===== src/pll_cfg_pkg.sv =====
/*
 * constants shared by both ends of the divider programming link:
 * word layout, select codes, reserved-bit masks, reset values, timing.
 * assumes a 25 MHz system clock on both ends.
 */
package pll_cfg_pkg;

    // word and select codes
    localparam int WORD_W = 24;
    localparam logic [1:0] SEL_IF_REF = 2'h0;
    localparam logic [1:0] SEL_IF_N = 2'h1;
    localparam logic [1:0] SEL_RF_N = 2'h2;
    localparam logic [1:0] SEL_RF_FRAC = 2'h3;

    // field positions
    localparam int IF_REF_LSB = 2;
    localparam int IF_REF_W = 15;
    localparam int IF_MAIN_LSB = 5;
    localparam int IF_MAIN_W = 12;
    localparam int IF_SWAL_LSB = 2;
    localparam int IF_SWAL_W = 3;
    localparam int IF_GAIN_BIT = 18;
    localparam int RF_MAIN_LSB = 6;
    localparam int RF_MAIN_W = 7;
    localparam int RF_PUMP_LSB = 14;
    localparam int RF_PUMP_W = 4;
    localparam int RF_SWAL_LSB = 20;
    localparam int RF_SWAL_W = 4;
    localparam int FRAC_LSB = 2;
    localparam int FRAC_W = 17;

    // variant: 1 = 16/17 prescaler (4-bit swallow), 0 = 8/9 (top bit ignored)
    localparam logic WIDE_PRESCALER = 1'b1;

    // reserved test bits, forced low by the host
    localparam logic [23:0] TEST_MASK_IF_REF = 24'hfe0000;
    localparam logic [23:0] TEST_MASK_IF_N = 24'h800000;
    localparam logic [23:0] TEST_MASK_RF_N = 24'h000000;
    localparam logic [23:0] TEST_MASK_RF_FRAC = 24'h080000;

    // legal ranges
    localparam int MIN_RATIO = 3;
    localparam int FRAC_LIMIT = 31488;

    // reset values of the latches
    localparam logic [14:0] IF_REF_RST = 15'h0003;
    localparam logic [11:0] IF_MAIN_RST = 12'h003;
    localparam logic [6:0] RF_MAIN_RST = 7'h03;
    localparam logic [3:0] RF_PUMP_RST = 4'h0;

    // pump currents in uA
    localparam logic [9:0] RF_PUMP_STEP_UA = 10'h032;
    localparam logic [9:0] IF_PUMP_LOW_UA = 10'h064;
    localparam logic [9:0] IF_PUMP_HIGH_UA = 10'h320;

    // timing
    localparam int CLK_NS = 40;
    localparam int LINK_CLK_NS = 320;
    localparam int HALF_CYC_RAW = LINK_CLK_NS / (2 * CLK_NS);
    localparam int HALF_CYC = (HALF_CYC_RAW < 1) ? 1 : HALF_CYC_RAW;
    localparam int STROBE_NS = 320;
    localparam int STROBE_CYC = (STROBE_NS + CLK_NS - 1) / CLK_NS;

    // host register map (byte addresses)
    localparam logic [3:0] ADDR_WORD = 4'h0;
    localparam logic [3:0] ADDR_CTRL = 4'h4;
    localparam logic [3:0] ADDR_STATUS = 4'h8;
    localparam int CTRL_GO_BIT = 0;
    localparam int STAT_BUSY_BIT = 0;
    localparam int STAT_ERR_BIT = 1;

endpackage


===== src/pll_serial_if.sv =====
/*
 * three-wire programming link between host controller and divider block.
 * assumes the host drives all three wires; the device only listens.
 */
`timescale 1ns/1ps
interface pll_serial_if;
    logic sclk;
    logic sdata;
    logic latch_strobe;

    modport host (
        output sclk,
        output sdata,
        output latch_strobe
    );

    modport dev (
        input sclk,
        input sdata,
        input latch_strobe
    );
endinterface // pll_serial_if


===== src/pll_ratio_counter.sv =====
/*
 * programmable down counter that divides a tick stream by a ratio.
 * assumes ticks are one-cycle pulses on the same clock.
 */
`timescale 1ns/1ps
module pll_ratio_counter #(
    parameter int W = 12
) (
    // clock and reset
    input wire logic CLK_I,
    input wire logic SYS_RST_I,
    // tick in, ratio
    input wire logic tick_i,
    input wire logic [W-1:0] ratio_i,
    // terminal count pulse
    output logic tc_o
);
    typedef struct packed {
        logic [W-1:0] cnt;
        logic tc;
    } state_s;

    state_s s_q;
    state_s s_d;

    always_comb begin
        s_d = s_q;
        s_d.tc = 1'b0;
        if (tick_i) begin
            if (s_q.cnt <= W'(1)) begin
                // new ratio only taken at terminal count
                s_d.cnt = ratio_i;
                s_d.tc = 1'b1;
            end else begin
                s_d.cnt = s_q.cnt - W'(1);
            end
        end
    end

    always_ff @(posedge CLK_I) begin
        if (SYS_RST_I) begin
            s_q <= '0;
        end else begin
            s_q <= s_d;
        end
    end

    assign tc_o = s_q.tc;
endmodule // pll_ratio_counter


===== src/pll_divider_serial_config.sv =====
/*
 * device end: samples the three-wire link, shifts in 24-bit words,
 * latches them by select code and drives the divider chains.
 * assumes tick inputs are one-cycle pulses on CLK_I, link wires are async.
 */
// The Avalon-MM slave port and the register addresses were left to the implementer.
`timescale 1ns/1ps
// How it works
// - shift 24 bits, msb first, sclk rise
// - strobe rise latches by low select bits
// - host zeroes every reserved test bit
// - serial logic keeps running in power down
// - select 00 loads if reference latch
// - if reference ratio 3..32767, fifteen bits
// - rf reference fixed divide by two
// - selects 01,10,11 load n/fraction latches
// - swallow, main and fraction counter widths
// - if main from bits 16:5, >=3
// - if swallow bits 4:2, below main
// - rf main from bits 12:6, >=3
// - rf swallow bits 23:20, variant width
// - fraction bits 18:2, signed, +-31488
// - if gain bit 18: low/high current
// - rf pump code k gives 50(k+1) uA
module pll_divider_serial_config (
    // clock and reset
    input wire logic CLK_I,
    input wire logic SYS_RST_I,
    // programming link
    pll_serial_if.dev link,
    // divider tick inputs and power down
    input wire logic REF_TICK_I,
    input wire logic IF_VCO_TICK_I,
    input wire logic RF_VCO_TICK_I,
    input wire logic PWR_DOWN_I,
    // latched settings
    output logic [14:0] IF_REFERENCE_DIVIDER_O,
    output logic [11:0] IF_MAIN_DIVIDER_O,
    output logic [2:0] IF_SWALLOW_COUNT_O,
    output logic [6:0] RF_MAIN_DIVIDER_O,
    output logic [3:0] RF_SWALLOW_COUNT_O,
    output logic [16:0] RF_FRACTIONAL_VALUE_O,
    output logic RF_FRACTION_IN_RANGE_O,
    output logic IF_PUMP_GAIN_SELECT_O,
    output logic [9:0] IF_PUMP_CURRENT_UA_O,
    output logic [3:0] RF_PUMP_CURRENT_CODE_O,
    output logic [9:0] RF_PUMP_CURRENT_UA_O,
    // divider chain outputs
    output logic IF_REF_PULSE_O,
    output logic RF_REF_PULSE_O,
    output logic IF_N_PULSE_O,
    output logic RF_N_PULSE_O,
    output logic IF_MODULUS_O,
    output logic RF_MODULUS_O,
    output logic [16:0] RF_FRACTION_LIVE_O
);
    typedef struct packed {
        logic [2:0] sync1;
        logic [2:0] sync2;
        logic [1:0] prev;
        logic [23:0] shreg;
        logic [14:0] if_ref;
        logic [11:0] if_main;
        logic [2:0] if_swal;
        logic if_gain;
        logic [9:0] if_ua;
        logic [6:0] rf_main;
        logic [3:0] rf_swal;
        logic [3:0] rf_pump;
        logic [9:0] rf_ua;
        logic [16:0] frac;
        logic frac_ok;
        logic rf_ref_tog;
        logic rf_ref_pulse;
        logic [2:0] if_sw_cnt;
        logic [3:0] rf_sw_cnt;
        logic [16:0] frac_live;
    } state_s;

    state_s s_q;
    state_s s_d;

    logic sclk_s;
    logic sdata_s;
    logic strobe_s;
    logic sclk_rise;
    logic strobe_rise;
    logic ref_tick;
    logic if_tick;
    logic rf_tick;
    logic if_ref_tc;
    logic if_main_tc;
    logic rf_main_tc;

    // second sync stage feeds all logic
    assign sclk_s = s_q.sync2[0];
    assign sdata_s = s_q.sync2[1];
    assign strobe_s = s_q.sync2[2];
    assign sclk_rise = sclk_s & ~s_q.prev[0];
    assign strobe_rise = strobe_s & ~s_q.prev[1];

    // power down stops counting only
    assign ref_tick = REF_TICK_I & ~PWR_DOWN_I;
    assign if_tick = IF_VCO_TICK_I & ~PWR_DOWN_I;
    assign rf_tick = RF_VCO_TICK_I & ~PWR_DOWN_I;

    always_comb begin
        s_d = s_q;
        s_d.sync1 = {link.latch_strobe, link.sdata, link.sclk};
        s_d.sync2 = s_q.sync1;
        s_d.prev = {strobe_s, sclk_s};
        s_d.rf_ref_pulse = 1'b0;

        // shift path never gated by power down
        if (sclk_rise) begin
            s_d.shreg = {s_q.shreg[22:0], sdata_s};
        end

        if (strobe_rise) begin
            case (s_q.shreg[1:0])
                pll_cfg_pkg::SEL_IF_REF: begin
                    s_d.if_ref = s_q.shreg[pll_cfg_pkg::IF_REF_LSB +: pll_cfg_pkg::IF_REF_W];
                end
                pll_cfg_pkg::SEL_IF_N: begin
                    s_d.if_main = s_q.shreg[pll_cfg_pkg::IF_MAIN_LSB +: pll_cfg_pkg::IF_MAIN_W];
                    s_d.if_swal = s_q.shreg[pll_cfg_pkg::IF_SWAL_LSB +: pll_cfg_pkg::IF_SWAL_W];
                    s_d.if_gain = s_q.shreg[pll_cfg_pkg::IF_GAIN_BIT];
                    if (s_q.shreg[pll_cfg_pkg::IF_GAIN_BIT]) begin
                        s_d.if_ua = pll_cfg_pkg::IF_PUMP_HIGH_UA;
                    end else begin
                        s_d.if_ua = pll_cfg_pkg::IF_PUMP_LOW_UA;
                    end
                end
                pll_cfg_pkg::SEL_RF_N: begin
                    s_d.rf_main = s_q.shreg[pll_cfg_pkg::RF_MAIN_LSB +: pll_cfg_pkg::RF_MAIN_W];
                    s_d.rf_pump = s_q.shreg[pll_cfg_pkg::RF_PUMP_LSB +: pll_cfg_pkg::RF_PUMP_W];
                    s_d.rf_ua = 10'(({6'h0, s_q.shreg[pll_cfg_pkg::RF_PUMP_LSB +:
                        pll_cfg_pkg::RF_PUMP_W]} + 10'h001) * pll_cfg_pkg::RF_PUMP_STEP_UA);
                end
                default: begin
                    s_d.rf_swal = s_q.shreg[pll_cfg_pkg::RF_SWAL_LSB +: pll_cfg_pkg::RF_SWAL_W];
                    if (!pll_cfg_pkg::WIDE_PRESCALER) begin
                        s_d.rf_swal[3] = 1'b0;
                    end
                    s_d.frac = s_q.shreg[pll_cfg_pkg::FRAC_LSB +: pll_cfg_pkg::FRAC_W];
                    s_d.frac_ok = ($signed(s_q.shreg[pll_cfg_pkg::FRAC_LSB +: pll_cfg_pkg::FRAC_W])
                        <= 18'sh07b00) && ($signed(s_q.shreg[pll_cfg_pkg::FRAC_LSB +:
                        pll_cfg_pkg::FRAC_W]) >= -18'sh07b00);
                end
            endcase
        end

        // rf reference: every second reference tick
        if (ref_tick) begin
            s_d.rf_ref_tog = ~s_q.rf_ref_tog;
            s_d.rf_ref_pulse = s_q.rf_ref_tog;
        end

        // if swallow phase, reloaded at main terminal count
        if (if_main_tc) begin
            s_d.if_sw_cnt = s_q.if_swal;
        end else if (if_tick && s_q.if_sw_cnt != 3'h0) begin
            s_d.if_sw_cnt = s_q.if_sw_cnt - 3'h1;
        end

        // rf swallow and fraction, reloaded at main terminal count
        if (rf_main_tc) begin
            s_d.rf_sw_cnt = s_q.rf_swal;
            s_d.frac_live = s_q.frac;
        end else if (rf_tick && s_q.rf_sw_cnt != 4'h0) begin
            s_d.rf_sw_cnt = s_q.rf_sw_cnt - 4'h1;
        end
    end

    always_ff @(posedge CLK_I) begin
        if (SYS_RST_I) begin
            s_q <= '0;
            s_q.if_ref <= pll_cfg_pkg::IF_REF_RST;
            s_q.if_main <= pll_cfg_pkg::IF_MAIN_RST;
            s_q.rf_main <= pll_cfg_pkg::RF_MAIN_RST;
            s_q.rf_pump <= pll_cfg_pkg::RF_PUMP_RST;
            s_q.if_ua <= pll_cfg_pkg::IF_PUMP_LOW_UA;
            s_q.rf_ua <= pll_cfg_pkg::RF_PUMP_STEP_UA;
            s_q.frac_ok <= 1'b1;
        end else begin
            s_q <= s_d;
        end
    end

    // divider chains
    pll_ratio_counter #(.W(pll_cfg_pkg::IF_REF_W)) if_ref_div (
        .CLK_I(CLK_I),
        .SYS_RST_I(SYS_RST_I),
        .tick_i(ref_tick),
        .ratio_i(s_q.if_ref),
        .tc_o(if_ref_tc)
    );

    pll_ratio_counter #(.W(pll_cfg_pkg::IF_MAIN_W)) if_main_div (
        .CLK_I(CLK_I),
        .SYS_RST_I(SYS_RST_I),
        .tick_i(if_tick),
        .ratio_i(s_q.if_main),
        .tc_o(if_main_tc)
    );

    pll_ratio_counter #(.W(pll_cfg_pkg::RF_MAIN_W)) rf_main_div (
        .CLK_I(CLK_I),
        .SYS_RST_I(SYS_RST_I),
        .tick_i(rf_tick),
        .ratio_i(s_q.rf_main),
        .tc_o(rf_main_tc)
    );

    // outputs
    assign IF_REFERENCE_DIVIDER_O = s_q.if_ref;
    assign IF_MAIN_DIVIDER_O = s_q.if_main;
    assign IF_SWALLOW_COUNT_O = s_q.if_swal;
    assign RF_MAIN_DIVIDER_O = s_q.rf_main;
    assign RF_SWALLOW_COUNT_O = s_q.rf_swal;
    assign RF_FRACTIONAL_VALUE_O = s_q.frac;
    assign RF_FRACTION_IN_RANGE_O = s_q.frac_ok;
    assign IF_PUMP_GAIN_SELECT_O = s_q.if_gain;
    assign IF_PUMP_CURRENT_UA_O = s_q.if_ua;
    assign RF_PUMP_CURRENT_CODE_O = s_q.rf_pump;
    assign RF_PUMP_CURRENT_UA_O = s_q.rf_ua;
    assign IF_REF_PULSE_O = if_ref_tc;
    assign RF_REF_PULSE_O = s_q.rf_ref_pulse;
    assign IF_N_PULSE_O = if_main_tc;
    assign RF_N_PULSE_O = rf_main_tc;
    assign IF_MODULUS_O = s_q.if_sw_cnt != 3'h0;
    assign RF_MODULUS_O = s_q.rf_sw_cnt != 4'h0;
    assign RF_FRACTION_LIVE_O = s_q.frac_live;
endmodule // pll_divider_serial_config


===== src/flat_wrapper.sv =====
// flat-port wrapper written by rule: the top's interface ports become plain ports
module pll_divider_serial_config_flat 
  (CLK_I, SYS_RST_I, REF_TICK_I, IF_VCO_TICK_I, RF_VCO_TICK_I, PWR_DOWN_I, IF_REFERENCE_DIVIDER_O, IF_MAIN_DIVIDER_O, IF_SWALLOW_COUNT_O, RF_MAIN_DIVIDER_O, RF_SWALLOW_COUNT_O, RF_FRACTIONAL_VALUE_O, RF_FRACTION_IN_RANGE_O, IF_PUMP_GAIN_SELECT_O, IF_PUMP_CURRENT_UA_O, RF_PUMP_CURRENT_CODE_O, RF_PUMP_CURRENT_UA_O, IF_REF_PULSE_O, RF_REF_PULSE_O, IF_N_PULSE_O, RF_N_PULSE_O, IF_MODULUS_O, RF_MODULUS_O, RF_FRACTION_LIVE_O, link_sclk, link_sdata, link_latch_strobe);
  pll_serial_if link_i ();
  input wire logic CLK_I;
  input wire logic SYS_RST_I;
  input wire logic REF_TICK_I;
  input wire logic IF_VCO_TICK_I;
  input wire logic RF_VCO_TICK_I;
  input wire logic PWR_DOWN_I;
  output logic [14:0] IF_REFERENCE_DIVIDER_O;
  output logic [11:0] IF_MAIN_DIVIDER_O;
  output logic [2:0] IF_SWALLOW_COUNT_O;
  output logic [6:0] RF_MAIN_DIVIDER_O;
  output logic [3:0] RF_SWALLOW_COUNT_O;
  output logic [16:0] RF_FRACTIONAL_VALUE_O;
  output logic RF_FRACTION_IN_RANGE_O;
  output logic IF_PUMP_GAIN_SELECT_O;
  output logic [9:0] IF_PUMP_CURRENT_UA_O;
  output logic [3:0] RF_PUMP_CURRENT_CODE_O;
  output logic [9:0] RF_PUMP_CURRENT_UA_O;
  output logic IF_REF_PULSE_O;
  output logic RF_REF_PULSE_O;
  output logic IF_N_PULSE_O;
  output logic RF_N_PULSE_O;
  output logic IF_MODULUS_O;
  output logic RF_MODULUS_O;
  output logic [16:0] RF_FRACTION_LIVE_O;
  input wire logic [$bits(link_i.sclk)-1:0] link_sclk;
  input wire logic [$bits(link_i.sdata)-1:0] link_sdata;
  input wire logic [$bits(link_i.latch_strobe)-1:0] link_latch_strobe;
  assign link_i.sclk = link_sclk;
  assign link_i.sdata = link_sdata;
  assign link_i.latch_strobe = link_latch_strobe;
  pll_divider_serial_config u_core (.CLK_I(CLK_I), .SYS_RST_I(SYS_RST_I), .link(link_i), .REF_TICK_I(REF_TICK_I), .IF_VCO_TICK_I(IF_VCO_TICK_I), .RF_VCO_TICK_I(RF_VCO_TICK_I), .PWR_DOWN_I(PWR_DOWN_I), .IF_REFERENCE_DIVIDER_O(IF_REFERENCE_DIVIDER_O), .IF_MAIN_DIVIDER_O(IF_MAIN_DIVIDER_O), .IF_SWALLOW_COUNT_O(IF_SWALLOW_COUNT_O), .RF_MAIN_DIVIDER_O(RF_MAIN_DIVIDER_O), .RF_SWALLOW_COUNT_O(RF_SWALLOW_COUNT_O), .RF_FRACTIONAL_VALUE_O(RF_FRACTIONAL_VALUE_O), .RF_FRACTION_IN_RANGE_O(RF_FRACTION_IN_RANGE_O), .IF_PUMP_GAIN_SELECT_O(IF_PUMP_GAIN_SELECT_O), .IF_PUMP_CURRENT_UA_O(IF_PUMP_CURRENT_UA_O), .RF_PUMP_CURRENT_CODE_O(RF_PUMP_CURRENT_CODE_O), .RF_PUMP_CURRENT_UA_O(RF_PUMP_CURRENT_UA_O), .IF_REF_PULSE_O(IF_REF_PULSE_O), .RF_REF_PULSE_O(RF_REF_PULSE_O), .IF_N_PULSE_O(IF_N_PULSE_O), .RF_N_PULSE_O(RF_N_PULSE_O), .IF_MODULUS_O(IF_MODULUS_O), .RF_MODULUS_O(RF_MODULUS_O), .RF_FRACTION_LIVE_O(RF_FRACTION_LIVE_O));
endmodule

===== config.mk =====
export PLATFORM = sky130hd
export DESIGN_NAME = pll_divider_serial_config_flat
export DESIGN_NICKNAME = d
export VERILOG_FILES = /design/src/pll_cfg_pkg.sv /design/src/pll_serial_if.sv /design/src/pll_ratio_counter.sv /design/src/pll_divider_serial_config.sv /design/src/flat_wrapper.sv
export SDC_FILE = /design/constraint.sdc
export NUM_CORES = 1
export LEC_CHECK = 0
export BUFFER_PORTS_ARGS = -buffer_cell sky130_fd_sc_hd__buf_2
export CAP_MARGIN = 20
export CORE_MARGIN = 10
export CORE_UTILIZATION = 58
export DETAILED_ROUTE_END_ITERATION = 16
export PLACE_DENSITY_LB_ADDON = 0.15
export SLEW_MARGIN = 10
export SYNTH_ARGS = -nofsm -noshare
export SYNTH_HDL_FRONTEND = slang
export SYNTH_HIERARCHICAL = 1
export SYNTH_SLANG_ARGS = --single-unit

===== constraint.sdc =====
create_clock -name CLK_I -period 3.87 [get_ports CLK_I]
set_input_delay 0.1935 -clock CLK_I [delete_from_list [all_inputs] [get_ports CLK_I]]
set_output_delay 0.1935 -clock CLK_I [all_outputs]
set_load 0.01 [all_outputs]

==> results of run 1 <==
kinds of logic after synthesis:
logic type,Yosys count
and+or+nand+nor,393
AOI/OAI and AO/OA,191
buffers and inverters,188
DFF,169
adders and majority gates,25
muxes,25
xor gates and xnor gates,14
other,2
worst paths after layout:
| check | from | to | slack [ns] | cells past startpoint |
|---|---|---|---|---|
| max | u_core/s_q[124] | u_core/RF_PUMP_CURRENT_UA_O[9] | 0.91 | 9 |
| min | SYS_RST_I | u_core/IF_REFERENCE_DIVIDER_O[9] | 0.22 | 2 |
| max reg2reg | u_core/s_q[124] | u_core/RF_PUMP_CURRENT_UA_O[9] | 0.91 | 9 |
| min reg2reg | u_core/s_q[137] | u_core/s_q[110] | 0.44 | 2 |
synthesized netlist by cell type, types with 4 or more instances:
library cell	count
nand2_1	205
o211ai_1	7
nor4_1	7
clkbuf_1	41
a311oi_1	7
buf_2	15
a31oi_1	8
mux2i_1	24
buf_4	101
nand2b_1	6
nand3_1	23
a311o_1	4
xnor2_1	7
and3_1	6
a21oi_1	101
nand3b_1	11
o21ai_0	9
nor3_1	13
nor2_1	47
a211oi_1	8
nor2b_1	19
nor3b_1	7
nand4_1	12
inv_1	25
dfxtp_1	169
ha_1	24
xor2_1	6
a211o_1	6
sequential cells by signal, summed over array words and instances (netlist names):
name and flops:
u_core/rf_main_div/tc_o 1, u_core/RF_REF_PULSE_O 1, u_core/RF_PUMP_CURRENT_CODE_O 4, u_core/RF_FRACTION_LIVE_O 17, u_core/if_main_div/tc_o 1, u_core/IF_PUMP_CURRENT_UA_O 2, u_core/IF_MAIN_DIVIDER_O 12, u_core/if_main_div/s_q 12
u_core/IF_REFERENCE_DIVIDER_O 15, u_core/if_ref_div/s_q 15, u_core/s_d 5, u_core/RF_FRACTIONAL_VALUE_O 17, u_core/RF_FRACTION_IN_RANGE_O 1, u_core/rf_main_div/s_q 7, u_core/IF_SWALLOW_COUNT_O 3, u_core/RF_PUMP_CURRENT_UA_O 9
u_core/RF_MAIN_DIVIDER_O 7, u_core/RF_SWALLOW_COUNT_O 4, u_core/if_ref_div/tc_o 1, u_core/s_q 35
metrics by stage:
stage | instances | area (µm²) | setup slack [ns] | hold WS [ns] | util
after floorplan | 1012 | 8453 | 1.112 | 0.3217 | -
after global placement | 1149 | 8264 | 0.9651 | 0.4042 | 0.5751
after detailed placement | 1149 | 8264 | 0.8825 | 0.4052 | 0.5751
after CTS | 1184 | 8902 | 0.8570 | 0.2100 | 0.6196
after global routing | 1185 | 8910 | 0.7189 | 0.2232 | 0.6201
final | 1185 | 8910 | 0.9104 | 0.2184 | 0.6201
timing repair:
action	CTS	global route
hold buffers	3	0
resized for setup	0	0
hold endpoints to repair	3	0
placed cells by master, fill, tap and decap left out, types with 9 or more instances in the layout:
cell,n
nand3b_1,11
o21ai_0,9
dfxtp_1,169
ha_1,24
mux2i_1,24
nor2_1,47
buf_2,107
nor3_1,13
inv_1,25
clkbuf_16,17
nand3_1,23
nand2_1,205
nor2b_1,19
nand4_1,12
a21oi_1,101
metal layers:
metal,vias up,wire length [µm]
met2,175,9698
met3,24,1087
met1,3149,8816
met5,-,0
met4,0,302
li1,3325,-
power breakdown:
group          internal, mW  switching, mW  total (mW)
Combinational         0.377          0.579       0.956
Clock                  1.04          0.719        1.76
Sequential             1.82          0.105        1.93
Total                  3.24           1.40        4.64
area by class of cell:
type | instances | share of cell area
Sequential cell | 169 | 0.3797
Timing Repair Buffer | 119 | 0.07246
Inverter | 26 | 0.01095
Multi-Input combinational cell | 655 | 0.4428
Clock buffer | 19 | 0.04971
Clock inverter | 13 | 0.01854
Tap cell | 184 | 0.02584
==> summary.md, run 1 <==
| Metric | Value |
|---|---|
| Antenna-violating nets left | 0 |
| Met1 Track Usage GR | 0.2484 |
| Final hold vios | 0 |
| First-pass DRT Iterations | 4 |
| Synth area leaders | dfxtp_1 40%, nand2_1 9.1%, buf_4 9.0% |
| Leading register cell type out of synthesis | dfxtp_1 |
| CP Capture Type | flip-flop |
| First-pass GRT wire length | between 30000 and 40000 µm |
| # IOs | around 120 |
| CP arrival | 3.32 ns |
| Post-synth EDFFs | 0 |
| Outcome | completed |
| P&R area growth vs syn | 5.637% |
| # nets final | about 1000 |
| Clock Sinks | 169 |
| Worst path buffer plus inverter count | 0 |
| Peak fanout along the critical path | 15 |
| Register Area | approximately 0.0034 mm² |
| Via Count | about 6700 |
| Die width | around 140 µm |
| Synth cell types | slightly below 90 |
| WL per Instance | about 17 µm |
| Final period util | 0.7648 |
| Post-DP HPWL | roughly 13000 µm |
| PwrDens | about 520 mW/mm² |
| Top delay family on crit path | adder cells |
| H-tree depth | 4 |
| Min Tclk post-route | about 3 ns |
| Total grt overflow | 0 |
| DR vias/cell | roughly 5.6 |
| Total Wirelength | 19900 µm |
| Synth Area in Simple Gates | 0.2325 |
| PortBufs | roughly 110 |
| Seq cells post-synth | 169 |
| Core ar. | 0.01437 mm² |
| Synth Instances | roughly 1000 |
| Setup-failing EPs final | 0 |
| Setup total negative slack | 0 ns |
| Max Freq | 337.9 MHz |
| Leak Pwr | approximately 3.5 nW |
| XOR/XNOR Fraction of Synth Area | 0.01617 |
| Die Ht | 140.6 µm |
| RSZ-0062 raised after global routing | false |
| Synth Area in Adders | 0.03798 |
| Slew Limit Fails | 0 |
| GR Util met3 | 0.05341 |
| Most used cell along the critical path | ha_1 |
| Slew of the pin with the lowest slew margin | about 1.0 ns |
| Worst Setup Start Kind | flip-flop |
| Worst-skew pair later-pin latency | between 0.4 and 0.5 ns |
| Number of max-cap violations | 0 |
| Die area | 0.01977 mm² |
| Mapped cell area | around 0.0084 mm² |
| Min-delay worst type | input port to flip-flop |
| Async set-or-reset flop fraction in the synthesized netlist | 0 |
| Sequential area share after synthesis | 0.4011 |
| Yosys top cell by area | dfxtp_1 |
| Post-CTS Setup Bufs | 0 |
| Clock-pin slew on the worst setup and hold paths | around 0.06 ns |
| Post-synthesis mux area share | 0.02982 |
| CTS tree | done |
| Gr usage total | 0.1959 |
| CTS Buffer Depth | 2 |
| Syn avg cell area | around 8.4 µm² |
| Compound-gate portion of the synthesized area | 0.1476 |
| Vias in the first global route | ~6100 |
| Largest family of logic cells by synthesized area | simple AND/OR/NAND/NOR gates |
| Iteration-0 DRC count of the detailed router | 440 |
| Largest net degree at the start of global routing | 132 |
| Root Buffer | clkbuf_16 |
| Starting density of the core | 0.5870 |
| Multi-input logic area | around 0.0039 mm² |
| Synth Warn # | 6 |
| ANT cells | 0 |
| DRC Markers | 0 |
| Layout cells sized above 1 | 0.1748 |
| Initial antenna violation count | 0 |
| Slew headroom | 0.3266 |
| Top Usage Layer GRT | met2 |
| Met2 GRT Util | 0.3167 |
| Critical-path top delay cell | dfxtp_1 |
| Worst path cell trace | ha_1 > xor2_1 > ha_1 > ha_1 > fa_1 > a31oi_1 > xor2_1 > nand2_1 > a21oi_1 |
| Worst Setup Path Type | flip-flop to flip-flop |
| Pwr Total | roughly 4.6 mW |
| Clock skew | around 0.0083 ns |
| Top-area cell type share of the netlist area | 0.4011 |
| Max VDD drop | 0.0003186 V |
| Fill cells | about 1300 |
| Total CTS buffers | 17 |
| CP max stage delay | around 0.66 ns |
| Final estimated routing congestion in global placement | 0.8377 |
| Site row count | between 40 and 50 |
| Crit path required time | between 4 and 5 ns |
No activity file was read; power rests on OpenSTA's default activity.
==> run 2: changes to the inputs <==
clock period = 2.8 ns   (was 3.87 ns; I/O delays follow)
==> run 2 against run 1 <==
Register-to-register slack worse by 0.77 ns. Clock skew is 0.0014 ns lower. Via count is 0.88% higher. Cell area is 1.6% higher. Fmax is 11% higher. Worst setup slack worse by 0.77 ns. Final cell count is 1.1% higher. Clock power is 40% higher. Power is 39% higher. Core utilization is 0.98 points higher. Non-clock buffer count is 13 higher. Critical path type unchanged.
==> summary.md, run 2 (same netlist as run 1, synthesis figures left out) <==
| Metric | Value |
|---|---|
| Outcome | completed |
| Worst path buffer plus inverter count | 2 |
| Register Area | between 0.003 and 0.004 mm² |
| # nets final | between 1000 and 1500 |
| Starting density of the core | 0.5870 |
| Max Freq | between 300 and 400 MHz |
| H-tree depth | 4 |
| Reg with most FFs | u_core/s_q |
| Gr usage total | 0.1916 |
| Clock-pin slew on the worst setup and hold paths | approximately 0.06 ns |
| Commonest non-fill, non-tap cell in the layout | nand2_1 |
| Final estimated routing congestion in global placement | between 0.8 and 0.9 |
| Pwr Total | roughly 6.5 mW |
| Slew Limit Fails | 0 |
| Most frequent cells in the layout | 205 x nand2_1, 168 x dfxtp_1, 107 x buf_2 |
| Critical R2R Capture | u_core/RF_PUMP_CURRENT_UA_O[9] |
| Setup total negative slack | 0 ns |
| DR vias/cell | approximately 5.6 |
| Peak fanout along the critical path | 5 |
| Iteration-0 DRC count of the detailed router | between 400 and 500 |
| Vias in the first global route | 6193 |
| Die width | between 100 and 150 µm |
| Site row count | 44 |
| Min-delay worst type | input port to flip-flop |
| First-pass GRT wire length | 31910 µm |
| CTS Buffer Depth | 2 |
| Root Buffer | clkbuf_16 |
| Worst-skew pair later-pin latency | between 0.4 and 0.5 ns |
| Total grt overflow | 0 |
| R2R setup slack | between 0.1 and 0.15 ns |
| Number of max-cap violations | 0 |
| Antenna-violating nets left | 0 |
| Max VDD drop | ~0.00046 V |
| Clock Sinks | roughly 170 |
| Post-DP HPWL | roughly 13000 µm |
| Worst path cell trace | buf_4 > inv_1 > ha_1 > ha_1 > ha_1 > fa_1 > a31oi_1 > xor2_1 > nand2_1 > a21oi_1 |
| First-pass DRT Iterations | 5 |
| Top delay family on crit path | adder cells |
| P&R area growth vs syn | 7.313% |
| Initial antenna violation count | 0 |
| Hold EP | u_core/IF_REFERENCE_DIVIDER_O[7] |
| Multi-input logic area | between 0.003 and 0.004 mm² |
| CP Capture Type | flip-flop |
| Slew headroom | 0.3465 |
| Reg2reg start | u_core/s_q[125] |
| WL per Instance | 16.54 µm |
| Min Tclk post-route | roughly 2.7 ns |
| Max reg flops | 35 |
| Hold path startpoint | SYS_RST_I |
| CP max stage delay | 0.47 ns |
| Reg2reg path depth | 10 |
| Area after DPL | 0.008369 mm² |
| ANT cells | 0 |
| Crit path required time | about 3.2 ns |
| Leak Pwr | about 3.6 nW |
| Final hold slack | 0.1985 ns |
| Final hold vios | 0 |
| CP arrival | between 3 and 4 ns |
| Hold depth | 2 |
| RSZ-0062 raised after global routing | false |
| PwrDens | between 700 and 800 mW/mm² |
| Critical-path top delay cell | fa_1 |
| DRC Markers | 0 |
| Total CTS buffers | 17 |
| # IOs | 116 |
| Final period util | 0.9488 |
| Total Wirelength | just under 20000 µm |
| PortBufs | 108 |
| Post-Layout Inst Area | around 0.0091 mm² |
| Slew of the pin with the lowest slew margin | 0.9749 ns |
| Most used cell along the critical path | ha_1 |
| Worst Setup Start Kind | flip-flop |
| CTS tree | done |
| Largest net degree at the start of global routing | between 80 and 90 |
| Clock skew | 0.006896 ns |
| Fill cells | around 1300 |
| Via Count | between 6000 and 7000 |
| Worst Setup Path Type | flip-flop to flip-flop |
| Die area | a little under 0.02 mm² |
| Layout cells sized above 1 | 0.1903 |
| Core ar. | 0.01437 mm² |
| Setup-failing EPs final | 0 |
| Die Ht | around 140 µm |
==> run 2: changes by cell type in the layout (fill, tap and decap cells not counted), sizes merged <==
cell      delta
buf         +13
clkbuf       +3
clkinv       +3
clkinvlp     -3
inv          -3
==> run 2: worst reg2reg max path, stage by stage, from the launching register on <==
cell and delay [ns]:
dfxtp_1 0.38, buf_4 0.16, inv_1 0.04, ha_1 0.31, ha_1 0.29, ha_1 0.34, fa_1 0.47, a31oi_1 0.22
xor2_1 0.18, nand2_1 0.07, a21oi_1 0.13
==> run 2: power by group <==
group | leakage (nW) | switching (mW) | internal, mW
Combinational | 1.95 | 0.793 | 0.529
Clock | 0.312 | 0.943 | 1.52
Sequential | 1.37 | 0.146 | 2.52
Total | 3.63 | 1.88 | 4.57
==> run 2: worst max-delay path by stage <==
| stage | from | depth (start not counted) | endpoint | slack (ns) |
|---|---|---|---|---|
| CTS | u_core/s_q[124] | 12 | u_core/RF_PUMP_CURRENT_UA_O[9] | 0.07 |
| detailed placement | u_core/s_q[124] | 12 | u_core/RF_PUMP_CURRENT_UA_O[9] | 0.09 |
| global placement | u_core/s_q[124] | 11 | u_core/RF_PUMP_CURRENT_UA_O[9] | 0.19 |
| global route | u_core/s_q[125] | 10 | u_core/RF_PUMP_CURRENT_UA_O[9] | 0.00001 |
| finish | u_core/s_q[125] | 10 | u_core/RF_PUMP_CURRENT_UA_O[9] | 0.14 |
| floorplan | u_core/s_q[124] | 10 | u_core/RF_PUMP_CURRENT_UA_O[9] | 0.04 |
==> run 2: final cells by class <==
cell class / count / share of cell area
multi-input cells: 655 / 0.4378
inverters: 26 / 0.01078
flip-flops and latches: 169 / 0.3739
well taps: 184 / 0.02544
clock inverters: 10 / 0.01534
repair buffers: 132 / 0.08211
clock buffers: 22 / 0.05460
==> run 2: metrics by stage <==
stage | setup WS (ns) | cells | utilization
4_1_cts | 0.06966 | 1198 | 0.6286
3_5_place_dp | 0.08669 | 1163 | 0.5825
3_3_place_gp | 0.1869 | 1163 | 0.5825
5_1_grt | 0.00001177 | 1198 | 0.6299
6_report | 0.1435 | 1198 | 0.6299
2_1_floorplan | 0.04231 | 1012 | -
==> run 2: what timing repair did <==
| action | 4_1_cts | 5_1_grt |
|---|---|---|
| hold endpoints to repair | 3 | 0 |
| gates resized for setup | 0 | 4 |
| endpoints found under the setup margin | 0 | 1 |
| hold buffers | 3 | 0 |
| buffers inserted | 0 | 0 |
==> run 2: per-layer routing <==
| layer | vias to the layer above | GRT usage | part of all wire |
|---|---|---|---|
| met5 | - | 0 | 0 |
| met4 | 0 | 0.04728 | 0.0060 |
| met3 | 9 | 0.04434 | 0.051 |
| met2 | 165 | 0.3030 | 0.48 |
| met1 | 3214 | 0.2580 | 0.46 |
| li1 | 3344 | - | - |
==> run 3: changes to the inputs <==
RECOVER_POWER = 100   (was unset)
==> run 3 against run 2 <==
The flow now finishes with violations (max-capacitance violations, max-slew violations). Power down 0.81%. Sequential share of layout area increased by 0.86 points. Worst setup slack improved by 0.00072 ns. Fmax about the same. Count of clock-buffer cells in the layout stayed put. First-iteration DRC count grew 5.2%. Die area unchanged. Register-to-register slack barely moved. Core utilization decreased by 1.4 points. Hold slack got worse by 0.011 ns.
==> summary.md, run 3 (same netlist as run 1, synthesis figures left out) <==
| Metric | Value |
|---|---|
| Wire length on met3 | a little over 1000 µm |
| RSZ-0062 raised after global routing | false |
| Clock skew | 0.007638 ns |
| Total grt overflow | 0 |
| WL per Instance | approximately 17 µm |
| Min-delay worst type | input port to flip-flop |
| Site row count | 44 |
| Iteration-0 DRC count of the detailed router | roughly 490 |
| Most frequent cells in the layout | 205 x nand2_1, 168 x dfxtp_1, 103 x clkbuf_1 |
| H-tree depth | 4 |
| Leak Pwr | about 3.2 nW |
| PortBufs | between 100 and 150 |
| Register share of total power | 0.415 |
| Worst Setup Start Kind | flip-flop |
| Largest net degree at the start of global routing | 89 |
| Max Freq | ~380 MHz |
| PwrDens | slightly above 700 mW/mm² |
| Crit path required time | 3.15 ns |
| First-pass GRT wire length | around 32000 µm |
| Initial antenna violation count | 0 |
| Combinational fraction of design power | 0.199 |
| Area after DPL | 0.008369 mm² |
| Peak fanout along the critical path | 5 |
| ANT cells | 0 |
| Top layer used by detailed routing | met4 |
| Slew of the pin with the lowest slew margin | around 1.8 ns |
| Die Ht | around 140 µm |
| Max reg flops | 35 |
| Die width | roughly 140 µm |
| Post-DP HPWL | 13470 µm |
| Via Count | roughly 6700 |
| Critical R2R Capture | u_core/RF_PUMP_CURRENT_UA_O[9] |
| Clock Sinks | around 170 |
| Final estimated routing congestion in global placement | slightly above 0.8 |
| Clock network power share | 0.386 |
| CTS Buffer Depth | 2 |
| Final hold vios | 0 |
| Failing checks | max-capacitance violations, max-slew violations |
| Antenna-violating nets left | 0 |
| Total CTS buffers | 17 |
| Commonest non-fill, non-tap cell in the layout | nand2_1 |
| Post-Layout Inst Area | around 0.0088 mm² |
| Die area | between 0.015 and 0.02 mm² |
| Min Tclk post-route | ~2.7 ns |
| CP Capture Type | flip-flop |
| Crit path to | u_core/RF_PUMP_CURRENT_UA_O[9] |
| Core ar. | approximately 0.014 mm² |
| Met2 WL | between 9000 and 10000 µm |
| Layout cells sized above 1 | 0.08087 |
| Gr usage total | 0.1916 |
| Reg2reg start | u_core/s_q[125] |
| Switching portion of total power | 0.2918 |
| DRC Markers | 0 |
| Final period util | 0.9485 |
| Vias in the first global route | ~6200 |
| Slew Limit Fails | between 100 and 150 |
| Slew headroom | -0.1854 |
| Net Sw Power | between 1.5 and 2 mW |
| DR vias/cell | around 5.6 |
| M1 WL | roughly 9100 µm |
| Worst Setup SP | u_core/s_q[125] |
| P&R area growth vs syn | 4.895% |
| # IOs | 116 |
| Reg2reg path depth | 10 |
| Starting density of the core | 0.5870 |
| First-pass DRT Iterations | 5 |
| # nets final | just over 1000 |
| Number of max-cap violations | 3 |
| R2R setup slack | between 0.1 and 0.15 ns |
| Setup-failing EPs final | 0 |
| Post-layout util | 0.6157 |
| CP arrival | ~3 ns |
| Outcome | finished with violations |
| Max VDD drop | between 0.0004 and 0.0005 V |
| Total Wirelength | around 20000 µm |
| Reg with most FFs | u_core/s_q |
| Worst Setup Path Type | flip-flop to flip-flop |
| Setup total negative slack | 0 ns |
| CTS tree | done |
| Cell Int Power | about 4.5 mW |
| Root Buffer | clkbuf_16 |
| Worst-skew pair later-pin latency | around 0.42 ns |
| Post-CTS Setup Bufs | 0 |
| Clock-pin slew on the worst setup and hold paths | about 0.060 ns |
[run 3: cell count changes in the layout (fill, tap and decap cells not counted), sizes merged]
cell,change
clkbuf,+104
buf,-104
[run 3: layout make-up]
| class | instances | area (µm²) |
|---|---|---|
| clock buffers | 22 | 494.2 |
| clock inverters | 10 | 138.9 |
| fillers | 1343 | 5522 |
| inverters | 26 | 97.59 |
| multi-input cells | 655 | 3908 |
| flip-flops and latches | 169 | 3385 |
| well taps | 184 | 230.2 |
| repair buffers | 132 | 594.3 |
[run 3: per-layer routing]
metal	global-route usage	vias to the layer above
li1	-	3340
met1	0.2580	3190
met2	0.3030	165
met3	0.04434	11
met4	0.04728	0
met5	0	-
[run 3: power by group through the flow]
stage / sequential [mW] / combinational, mW / clock, mW
floorplan: 2.68 / 1.11 / 0
global placement: 2.71 / 1.29 / 0
detailed placement: 2.72 / 1.30 / 0
CTS: 2.66 / 1.31 / 2.51
global route: 2.68 / 1.40 / 2.61
finish: 2.66 / 1.27 / 2.47
[run 3: critical path: stages, from the launching register on]
cell and delay [ns]:
dfxtp_1 0.38, buf_4 0.15, inv_1 0.04, ha_1 0.31, ha_1 0.29, ha_1 0.34, fa_1 0.47, a31oi_1 0.22
xor2_1 0.18, nand2_1 0.07, a21oi_1 0.13
[run 3: repair_timing]
action,CTS,global route
setup endpoints to repair,0,1
gates resized for setup,0,4
hold buffers,3,0
endpoints found under the hold margin,3,0
[run 3: through the flow]
step	power (mW)	cells	setup slack (ns)	hold WS, ns
6_report	6.403	1198	0.1442	0.1871
3_3_place_gp	4.008	1163	0.1869	0.3514
2_1_floorplan	3.791	1012	0.04231	0.2682
4_1_cts	6.484	1198	0.06966	0.1834
5_1_grt	6.685	1198	0.0003706	0.1921
3_5_place_dp	4.013	1163	0.08669	0.3531
[run 3: worst min-delay path by stage]
stage | start | endpoint | slack [ns] | cells after the start
detailed placement | link_latch_strobe | u_core/s_d[138] | 0.35 | 2
global placement | link_sdata | u_core/s_d[137] | 0.35 | 2
floorplan | link_sclk | u_core/s_d[136] | 0.27 | 1
finish | SYS_RST_I | u_core/IF_REFERENCE_DIVIDER_O[10] | 0.19 | 2
global route | SYS_RST_I | u_core/IF_REFERENCE_DIVIDER_O[4] | 0.19 | 2
CTS | SYS_RST_I | u_core/s_q[111] | 0.18 | 2
